===== src/core/bsst_cfg.svh =====
// Offsets, field positions and reset values of the bridge split status register
`ifndef BSST_CFG_SVH
`define BSST_CFG_SVH
`define BSST_STATUS_OFFSET 12'h084
`define BSST_RSVD_HI 31
`define BSST_RSVD_LO 22
`define BSST_DELAYED_BIT 21
`define BSST_OVERRUN_BIT 20
`define BSST_UNEXP_BIT 19
`define BSST_DISCARD_BIT 18
`define BSST_FAST_BIT 17
`define BSST_WIDE_BIT 16
`define BSST_BUS_HI 15
`define BSST_BUS_LO 8
`define BSST_DEV_HI 7
`define BSST_DEV_LO 3
`define BSST_FUNC_HI 2
`define BSST_FUNC_LO 0
`define BSST_DEV_RESET 5'h00
`define BSST_FUNC_RESET 3'h0
`define BSST_FLAG_RESET 1'h0
`endif


===== src/core/bsst_pkg.sv =====
// Types shared by the bridge split status register
`default_nettype none
package bsst_pkg;
  // Configuration request as seen from the primary side
  typedef struct packed {
    logic valid;
    logic write;
    logic type0;
    logic [11:0] offset;
    logic [4:0] dev;
    logic [2:0] func;
    logic [31:0] wdata;
    logic [3:0] be;
  } bsst_cfg_req_type;

  // Bus, device and function numbers forming an ID
  typedef struct packed {
    logic [7:0] bus;
    logic [4:0] dev;
    logic [2:0] func;
  } bsst_id_type;
endpackage
`default_nettype wire


===== src/core/bsst_status.sv =====
// Bridge split status register with mirrored primary bus number and captured device and function numbers
// How it works
// RL1: The split request delayed bit is not built and always reads zero.
// RL2: The split completion overrun bit is not built and always reads zero.
// RL3: An unmatched completion aimed at the bridge sets the unexpected completion flag.
// RL4: That flag holds until a one is written to it, ignores zero writes, and resets to zero.
// RL5: The discarded, fast clock and wide bus bits read as constant zero.
// RL6: The bus field reads back the primary bus number of the type 1 header.
// RL7: Every type 0 configuration write loads the device field from its device number.
// RL8: The function field reports the function number of the last type 0 access before the read itself.
// RL9: The completer ID is built from the stored bus, device and function numbers.
// RL10: The requester ID for forwarded transactions uses the same stored numbers.
// RL11: The upper ten reserved bits read as zero.
// RL12: Writes to read-only and reserved bits change nothing.
`timescale 1ns/1ns
`default_nettype none
`include "bsst_cfg.svh"
module bsst_status
  import bsst_pkg::*;
(
  input wire logic mclk,
  input wire logic rst,
  input wire bsst_cfg_req_type cfg_req,
  input wire logic [7:0] primary_bus,
  input wire logic unexpected_cpl,
  output logic [31:0] cfg_rdata,
  output logic cfg_rvalid,
  output var bsst_id_type completer_id,
  output var bsst_id_type requester_id
);

  // ****************************************
  // Decode
  // ****************************************
  function automatic logic hit_status(input bsst_cfg_req_type r);
    hit_status = r.valid && r.type0 && (r.offset == `BSST_STATUS_OFFSET);
  endfunction

  logic unexp_flag;
  logic next_unexp_flag;
  logic [4:0] captured_device_id;
  logic [4:0] next_captured_device_id;
  logic [2:0] captured_function_id;
  logic [2:0] next_captured_function_id;
  logic [31:0] next_rdata;
  logic next_rvalid;
  logic clear_unexp;
  logic [31:0] status_word;
  bsst_id_type next_completer_id;
  bsst_id_type next_requester_id;

  assign clear_unexp = hit_status(cfg_req) && cfg_req.write && cfg_req.be[2]
                       && cfg_req.wdata[`BSST_UNEXP_BIT];

  // ****************************************
  // Next state
  // ****************************************
  // Flag, captured numbers and read data
  always_comb begin
    next_unexp_flag = unexp_flag;
    if (clear_unexp) begin
      next_unexp_flag = 1'h0; // [RL4]
    end
    if (unexpected_cpl) begin
      next_unexp_flag = 1'h1; // Set wins over clear [RL3]
    end
    next_captured_device_id = captured_device_id;
    next_captured_function_id = captured_function_id;
    if (cfg_req.valid && cfg_req.type0) begin
      next_captured_function_id = cfg_req.func; // [RL8]
      if (cfg_req.write) begin
        next_captured_device_id = cfg_req.dev; // Any target register [RL7]
      end
    end
    status_word = 32'h0000_0000; // Reserved and unbuilt bits zero [RL1] [RL2] [RL5] [RL11]
    status_word[`BSST_UNEXP_BIT] = unexp_flag;
    status_word[`BSST_BUS_HI:`BSST_BUS_LO] = primary_bus; // [RL6]
    status_word[`BSST_DEV_HI:`BSST_DEV_LO] = captured_device_id;
    status_word[`BSST_FUNC_HI:`BSST_FUNC_LO] = captured_function_id;
    next_rvalid = hit_status(cfg_req) && !cfg_req.write;
    next_rdata = next_rvalid ? status_word : 32'h0000_0000; // Zero between answers
    // IDs follow the stored numbers one cycle late
    next_completer_id = {primary_bus, captured_device_id, captured_function_id}; // [RL9]
    next_requester_id = {primary_bus, captured_device_id, captured_function_id}; // [RL10]
  end

  // ****************************************
  // Registers
  // ****************************************
  // Write data touches only the flag [RL12]
  always_ff @(posedge mclk) begin
    if (rst) begin
      unexp_flag <= `BSST_FLAG_RESET; // [RL4]
      captured_device_id <= `BSST_DEV_RESET;
      captured_function_id <= `BSST_FUNC_RESET;
      cfg_rdata <= 32'h0000_0000;
      cfg_rvalid <= 1'h0;
      completer_id <= '0;
      requester_id <= '0;
    end else begin
      unexp_flag <= next_unexp_flag;
      captured_device_id <= next_captured_device_id;
      captured_function_id <= next_captured_function_id;
      cfg_rdata <= next_rdata;
      cfg_rvalid <= next_rvalid;
      completer_id <= next_completer_id; // [RL9]
      requester_id <= next_requester_id; // [RL10]
    end
  end
endmodule
`default_nettype wire


===== config.mk =====
export PLATFORM = sky130hd
export DESIGN_NAME = bsst_status
export DESIGN_NICKNAME = d
export VERILOG_FILES = /design/src/core/bsst_pkg.sv /design/src/core/bsst_status.sv
export VERILOG_INCLUDE_DIRS = /design/src /design/src/core
export SDC_FILE = /design/constraint.sdc
export NUM_CORES = 1
export LEC_CHECK = 0
export ABC_CLOCK_PERIOD_IN_PS = 1450
export BUFFER_PORTS_ARGS = -buffer_cell sky130_fd_sc_hd__buf_4
export CELL_PAD_IN_SITES_DETAIL_PLACEMENT = 0
export CELL_PAD_IN_SITES_GLOBAL_PLACEMENT = 1
export CORE_UTILIZATION = 27
export CTS_CLUSTER_SIZE = 14
export DETAILED_ROUTE_END_ITERATION = 6
export PLACE_DENSITY = 0.83
export REMOVE_ABC_BUFFERS = 1
export SLEW_MARGIN = 10
export SYNTH_ARGS = -nofsm -noshare
export SYNTH_HDL_FRONTEND = slang
export SYNTH_SLANG_ARGS = --single-unit

===== constraint.sdc =====
create_clock -name mclk -period 1.45 [get_ports mclk]
set_clock_uncertainty 0.15 [all_clocks]
set_input_delay 0.145 -clock mclk [delete_from_list [all_inputs] [get_ports mclk]]
set_output_delay 0.145 -clock mclk [all_outputs]
set_load 0.02 [all_outputs]

==> impl_metrics.csv, run 1 <==
group,metric,value,unit
worst_setup_path,worst-r2r-cell-count,3,
power_and_ir_drop,total_power,2.43,mW
power_and_ir_drop,p_seq_share,50.3,%
finish,layout.filler_cells,574,
finish,multi_input_area,604,µm²
finish,final_cells,309,
routing,post_drt_via_cell_ratio,4.11,
place,dp_hpwl,2370,µm
floorplanning,die_w,81.0,µm
routing,ant_nets,0,
routing,drt-wirelength-per-cell,11.0,µm
worst_hold_path,hold_path_depth,3,
clock_tree,worst_setup_hold_path_clk_slew,0.07,ns
clock_tree,tritoncts_clock_tree,"built",
clock_tree,cts_buffer_depth,2,
worst_setup_path,arrival,1.28,ns
power_and_ir_drop,ir_worst_vdd,349,µV
floorplanning,die_height,81.0,µm
power_and_ir_drop,combinationalPowerShare,13.8,%
yosys,synth_top_area_cell,"dfxtp_1",
clock_tree,cts.repair.resized,0,
worst_setup_path,worstPathMaxFanout,5,
place,detailed_place.area,0.00222,mm²
place,buffer_ports.inserted,85,
timing,drv_slew,0,
finish,post_route_cells_drive_above_1_share,44.9,%
power_and_ir_drop,p_sw_share,22.6,%
floorplanning,effective_utilization_at_floorplan,28.3,%
yosys,synthFlopType,"dfxtp_1",
worst_setup_path,criticalPathCategory,"primary input to flip-flop",
worst_setup_path,worst-path-buf-inv,2,
yosys,area_share_of_the_largest_cell_type_after_synthesis,51.1,%
place,worst_slack_after_detailed_placement,-0.00489,ns
finish,diodes,0,
routing,route.final.wire_length,3400,µm
worst_hold_path,min_from,"unexpected_cpl",
clock_tree,clock_root_buffer_master,"clkbuf_8",
yosys,number_of_synthesized_flops_with_an_enable_pin,0,
yosys,postSynth.asyncResetShare,0,%
clock_tree,cts_max_level,2,
timing,final.setup.worst_slack,0.211,ns
timing,rsz0062_at_grt,"false",
grt,overflow,0,
floorplanning,dieArea,0.00656,mm²
timing,timing.fmax,807,MHz
worst_setup_path,worst-endpoint-required,1.49,ns
job,max_cap_violations,0,
worst_setup_path,rr_endpoint,"unexp_flag$_SDFFE_PP0P_",
grt,grt_antenna_before_repair,0,
place,placed_cells,284,
power_and_ir_drop,leakage,1.13,nW
yosys,synth_seq_cells,43,
worst_setup_path,timing.critical_path.cells,"buf_4 > dlygate4sd3_1 > nor4b_2",
yosys,yosys.cell_types.count,22,
yosys,netlist_area,0.00168,mm²
worst_setup_path,worst_setup_path_start_kind,"primary input",
finish,area.sequential,861,µm²
yosys,synth_top_cells_by_area,"dfxtp_1 51%, buf_4 14%, nor4b_2 6.2%",
timing,fin_crit,1.24,ns
finish,design_area,0.00251,mm²
yosys,yosysSeqAreaShare,51.1,%
yosys,synthesis.instances,147,
yosys,yosysWarningCount,0,
clock_tree,cts_hold_repair_buffers,16,
floorplanning,placement_rows,28,
clock_tree,cts_sinks,43,
place,place.gp.congestion,0.633,
power_and_ir_drop,cellInternalPower,1.88,mW
yosys,synth_common_cells,"43 x dfxtp_1, 31 x buf_4, 16 x nor2b_1",
worst_setup_path,critPathCaptureType,"flip-flop",
routing,drc,0,
finish,fin_nets,304,
grt,global_route_usage_sum,10.4,%
grt,first_pass_grt_wire_length,5000,µm
clock_tree,post-cts-setup-buffers,0,
yosys,syn-mean-instance-area,11.5,µm²
grt,grt_start_max_net_pins,44,
power_and_ir_drop,power.share.clock,35.9,%
clock_tree,clock_latency_of_the_later_clocked_register_in_the_worst_skew_pair,0.28,ns
routing,via_count,1269,
floorplanning,design.core.area,0.00596,mm²
grt,grt_pass1_vias,1110,
worst_hold_path,min_path_type,"primary input to flip-flop",
worst_hold_path,hold-path-endpoint,"unexp_flag$_SDFFE_PP0P_",
finish,area_growth_syn_to_layout,48.9,%
routing,dr.first_iter.drc_count,31,
timing,finalHoldViolCount,0,
worst_setup_path,timing.critical_path.slowest_cell_delay,0.68,ns
worst_setup_path,worst-r2r-setup-slack,0.63,ns
finish,final_core_util,42.1,%
worst_setup_path,cp_max_delay_cell,"dlygate4sd3_1",
power_and_ir_drop,reported_net_switching_power,0.550,mW
yosys,post-synth-top-count-cell,"dfxtp_1",
timing,final_setup_violation_count,0,
routing,detailedRoute.firstPassIterationCount,4,
floorplanning,io_pins,135,
timing,finalCritPeriodShare,85.5,%
power_and_ir_drop,power.density_cell_area,969,mW/mm²
worst_setup_path,r2r_start,"unexp_flag$_SDFFE_PP0P_",
worst_setup_path,worst_path_dominant_cell_family,"buffers and inverters",
clock_tree,tritoncts.num_buffers,5,
run_status,outcome,"finished clean",
## power groups by stage
stage / clock [mW] / sequential, mW / combinational, mW
finish: 0.872 / 1.22 / 0.336
CTS: 0.920 / 1.22 / 0.332
floorplan: 0 / 1.29 / 0.0827
global placement: 0 / 1.25 / 0.295
global route: 0.959 / 1.23 / 0.363
detailed placement: 0 / 1.25 / 0.297
## sequential cells by signal (all words and copies together), names as in the netlist
| signal | count |
|---|---|
| cfg_rdata | 17 |
| requester_id | 16 |
| captured_device_id | 5 |
| captured_function_id | 3 |
| cfg_rvalid | 1 |
| unexp_flag | 1 |
## how the worst max path moves through the flow
stage | startpoint | to | slack, ns | cells after the start
floorplan | cfg_req[55] | cfg_rdata[10]$_SDFF_PP0_ | 0.16 | 3
global placement | cfg_req[49] | cfg_rdata[12]$_SDFF_PP0_ | 0.03 | 5
detailed placement | cfg_req[49] | cfg_rdata[15]$_SDFF_PP0_ | -0.005 | 5
CTS | cfg_req[49] | cfg_rdata[15]$_SDFF_PP0_ | 0.30 | 5
global route | cfg_req[57] | cfg_rdata[19]$_SDFF_PP0_ | 0.19 | 3
finish | cfg_req[57] | cfg_rdata[19]$_SDFF_PP0_ | 0.21 | 3
## logic make-up (layout without fill, tap and decap cells)
family          Yosys count  in the layout  synth area share [%]
simple gates             55             55                  28.2
flops                    43             43                  51.1
buf+inv                  39            112                  16.1
mux                       5              5                  2.97
compound gates            4              4                  1.34
other cells               1             15                 0.223
## per-stage QoR
stage | hold WS, ns | TNS, ns
finish | 0.0204 | 0
global route | 0.0240 | 0
CTS | 0.00124 | 0
detailed placement | 0.218 | -0.00489
global placement | 0.214 | 0
floorplan | 0.0641 | 0
## layout make-up
class / instances / area share [%]
multi-input cells: 79 / 24.1
clock buffers: 6 / 2.89
repair buffers: 105 / 33.7
well taps: 75 / 3.74
clock inverters: 1 / 1.20
flip-flops and latches: 43 / 34.3
## metal layers
metal	GRT usage, %	share of wire (%)	vias up
met2	18.2	49	69
met5	0	0	-
met4	3.75	0.62	0
li1	-	-	615
met3	4.16	9.7	2
met1	11.2	40	583
## cell usage in the layout, fill, tap and decap left out
cell / n
a21oi_1: 3
and2_1: 1
buf_12: 1
buf_4: 86
bufinv_16: 1
clkbuf_1: 1
clkbuf_8: 5
conb_1: 15
dfxtp_1: 43
dlygate4sd3_1: 18
mux2i_1: 5
nand2_1: 7
nand3_1: 1
nand4_4: 1
nand4b_1: 1
nor2_1: 7
nor2b_1: 16
nor3_1: 1
nor4_4: 1
nor4b_1: 9
nor4b_2: 7
nor4b_4: 3
o21a_1: 1
## worst min-delay path: cells and delay by family
kind | cells | cell delay, ns
buffers and inverters | 1 | 0.08
AOI/OAI and AO/OA | 1 | 0.10
and+or+nand+nor | 1 | 0.09
Power figures use the tool's default switching activity.
==> run 2, diff against run 1 <==
--- a/config.mk
+++ b/config.mk
@@ -6,11 +6,13 @@
 export SDC_FILE = /design/constraint.sdc
 export NUM_CORES = 1
 export LEC_CHECK = 0
+export ABC_AREA = 1
 export ABC_CLOCK_PERIOD_IN_PS = 1450
 export BUFFER_PORTS_ARGS = -buffer_cell sky130_fd_sc_hd__buf_4
 export CELL_PAD_IN_SITES_DETAIL_PLACEMENT = 0
 export CELL_PAD_IN_SITES_GLOBAL_PLACEMENT = 1
-export CORE_UTILIZATION = 27
+export CORE_UTILIZATION = 25
+export CTS_CLUSTER_DIAMETER = 40
 export CTS_CLUSTER_SIZE = 14
 export DETAILED_ROUTE_END_ITERATION = 6
 export PLACE_DENSITY = 0.83
==> impl_metrics.csv, run 2 <==
group,metric,value,unit
place,buffer_ports.inserted,85,
grt,overflow,0,
yosys,yosysSeqAreaShare,55.8,%
finish,final_cells,328,
timing,finalHoldViolCount,0,
floorplanning,effective_utilization_at_floorplan,26.1,%
clock_tree,post-cts-setup-buffers,0,
worst_setup_path,critPathCaptureType,"output pin",
finish,fin_nets,322,
floorplanning,die_height,80.6,µm
yosys,number_of_synthesized_flops_with_an_enable_pin,0,
finish,largest_reg_by_ff_count,"cfg_rdata",
worst_setup_path,timing.critical_path.slowest_cell_delay,0.35,ns
finish,diodes,0,
yosys,synth_top_cells_by_area,"dfxtp_1 56%, buf_4 15%, nor2_1 9.2%",
worst_setup_path,worstPathMaxFanout,2,
run_status,outcome,"finished clean",
yosys,area_share_of_the_largest_cell_type_after_synthesis,55.8,%
clock_tree,cts_sinks,43,
worst_setup_path,timing.critical_path.cells,"buf_4",
worst_setup_path,worst_setup_path_start_kind,"flip-flop",
routing,post_drt_via_cell_ratio,3.75,
timing,drv_slew,0,
place,place.gp.congestion,0.663,
clock_tree,cts.repair.resized,0,
place,placed_cells,307,
routing,drc,0,
yosys,yosysWarningCount,0,
clock_tree,tritoncts.num_buffers,5,
floorplanning,design.core.area,0.00592,mm²
routing,ant_nets,0,
worst_setup_path,worst-r2r-cell-count,2,
worst_setup_path,arrival,0.78,ns
yosys,postSynth.asyncResetShare,0,%
yosys,synthesis.instances,167,
clock_tree,clock_latency_of_the_later_clocked_register_in_the_worst_skew_pair,0.28,ns
yosys,synth_top_area_cell,"dfxtp_1",
worst_setup_path,worst_path_dominant_cell_family,"flip-flops",
power_and_ir_drop,ir_worst_vdd,556,µV
routing,dr.first_iter.drc_count,22,
timing,fin_crit,1.08,ns
power_and_ir_drop,leakage,1.16,nW
clock_tree,clock_root_buffer_master,"clkbuf_8",
finish,number_of_flip_flops_under_the_largest_register_name,17,
finish,largest_registers,"cfg_rdata (17), requester_id (16), captured_device_id (5)",
yosys,yosys.cell_types.count,17,
grt,grt_start_max_net_pins,26,
clock_tree,worst_setup_hold_path_clk_slew,0.08,ns
timing,final.setup.worst_slack,0.374,ns
grt,grt_antenna_before_repair,0,
yosys,synth_common_cells,"43 x dfxtp_1, 38 x nor2_1, 31 x buf_4",
finish,post_route_cells_drive_above_1_share,41.9,%
yosys,synthFlopType,"dfxtp_1",
worst_hold_path,min_path_type,"primary input to flip-flop",
finish,layout.filler_cells,609,
routing,via_count,1229,
yosys,synth_seq_cells,43,
yosys,syn-mean-instance-area,9.24,µm²
job,max_cap_violations,0,
place,worst_slack_after_detailed_placement,0.146,ns
clock_tree,cts_buffer_depth,2,
worst_setup_path,worst-path-buf-inv,1,
timing,final_setup_violation_count,0,
floorplanning,placement_rows,28,
worst_setup_path,cp_max_delay_cell,"dfxtp_1",
floorplanning,die_w,80.6,µm
finish,final_common_cell,"buf_4",
yosys,netlist_area,0.00154,mm²
timing,fin_tns_setup,0,ns
worst_setup_path,worst-endpoint-required,1.15,ns
timing,finalCritPeriodShare,74.2,%
grt,grt_pass1_vias,1019,
power_and_ir_drop,power.density_cell_area,1110,mW/mm²
timing,rsz0062_at_grt,"false",
yosys,post-synth-top-count-cell,"dfxtp_1",
clock_tree,tritoncts_clock_tree,"built",
routing,detailedRoute.firstPassIterationCount,4,
timing,timing.fmax,929,MHz
worst_setup_path,cp.depth,1,
worst_hold_path,hold_path_depth,3,
floorplanning,io_pins,135,
finish,mostFrequentLayoutCells,"86 x buf_4, 43 x dfxtp_1, 38 x nor2_1",
worst_setup_path,criticalPathCategory,"flip-flop to output pin",
routing,route.final.wire_length,3080,µm
clock_tree,cts_max_level,2,
place,dp_hpwl,2270,µm
power_and_ir_drop,total_power,2.61,mW
grt,global_route_usage_sum,9.46,%
finish,area_growth_syn_to_layout,51.7,%
floorplanning,dieArea,0.00649,mm²
grt,first_pass_grt_wire_length,4480,µm
routing,drt-wirelength-per-cell,9.40,µm
-- run 2: tightest hold or removal path, stage by stage --
cell and delay [ns]:
buf_4 0.11, nor2_1 0.09, a211oi_1 0.05
-- run 2: final timing paths --
| path | start | endpoint | slack [ns] |
|---|---|---|---|
| setup / recovery | requester_id[4]$_SDFF_PP0_ | completer_id[4] | 0.37 |
| hold / removal | cfg_req[36] | captured_function_id[0]$_SDFFE_PP0N_ | 0.009 |
| setup reg to reg | captured_device_id[0]$_SDFFE_PP0P_ | captured_device_id[0]$_SDFFE_PP0P_ | 0.59 |
| hold reg to reg | unexp_flag$_SDFFE_PP0P_ | cfg_rdata[19]$_SDFF_PP0_ | 0.29 |
-- run 2: what timing repair did --
item	CTS	global route
endpoints found under the hold margin	21	0
endpoints found under the setup margin	0	0
hold buffers	13	0
-- run 2: metal layers --
metal,vias up,part of all wire (%),track usage (%)
met1,531,39,9.55
met3,2,11,2.84
met4,0,0.88,4.82
met5,-,0,0
met2,72,49,17.4
li1,624,-,-
-- run 2: logic make-up (layout without fill, tap and decap cells) --
logic type             count (synthesis)  in the layout  synth area share, %
AO/OA/AOI/OAI                          9              9                 4.22
buffers and inverters                 56            128                 21.7
flip-flops                            43             43                 55.8
AND/OR/NAND/NOR                       58             58                 18.0
other                                  1             15                0.243
-- run 2: where the power goes --
group          switching, mW  internal, mW
Clock                  0.371         0.688
Sequential            0.0143          1.21
Combinational          0.168         0.151
Total                  0.553          2.05
-- run 2: stage by stage --
step | util (%) | instance area (µm²) | hold slack [ns]
2_1_floorplan | - | 1340 | 0.0641
3_3_place_gp | 35.1 | 2080 | 0.209
3_5_place_dp | 35.1 | 2080 | 0.216
4_1_cts | 39.5 | 2340 | 0.00185
5_1_grt | 39.5 | 2340 | 0.0267
6_report | 39.5 | 2340 | 0.00862
-- run 2: area by class of cell --
class / instances / area, µm² / share of cell area (%)
Sequential cell: 43 / 861 / 36.8
Multi-Input combinational cell: 82 / 399 / 17.0
Tap cell: 75 / 93.8 / 4.01
Clock inverter: 2 / 60.1 / 2.57
Inverter: 21 / 78.8 / 3.37
Clock buffer: 6 / 72.6 / 3.10
Timing Repair Buffer: 99 / 776 / 33.1
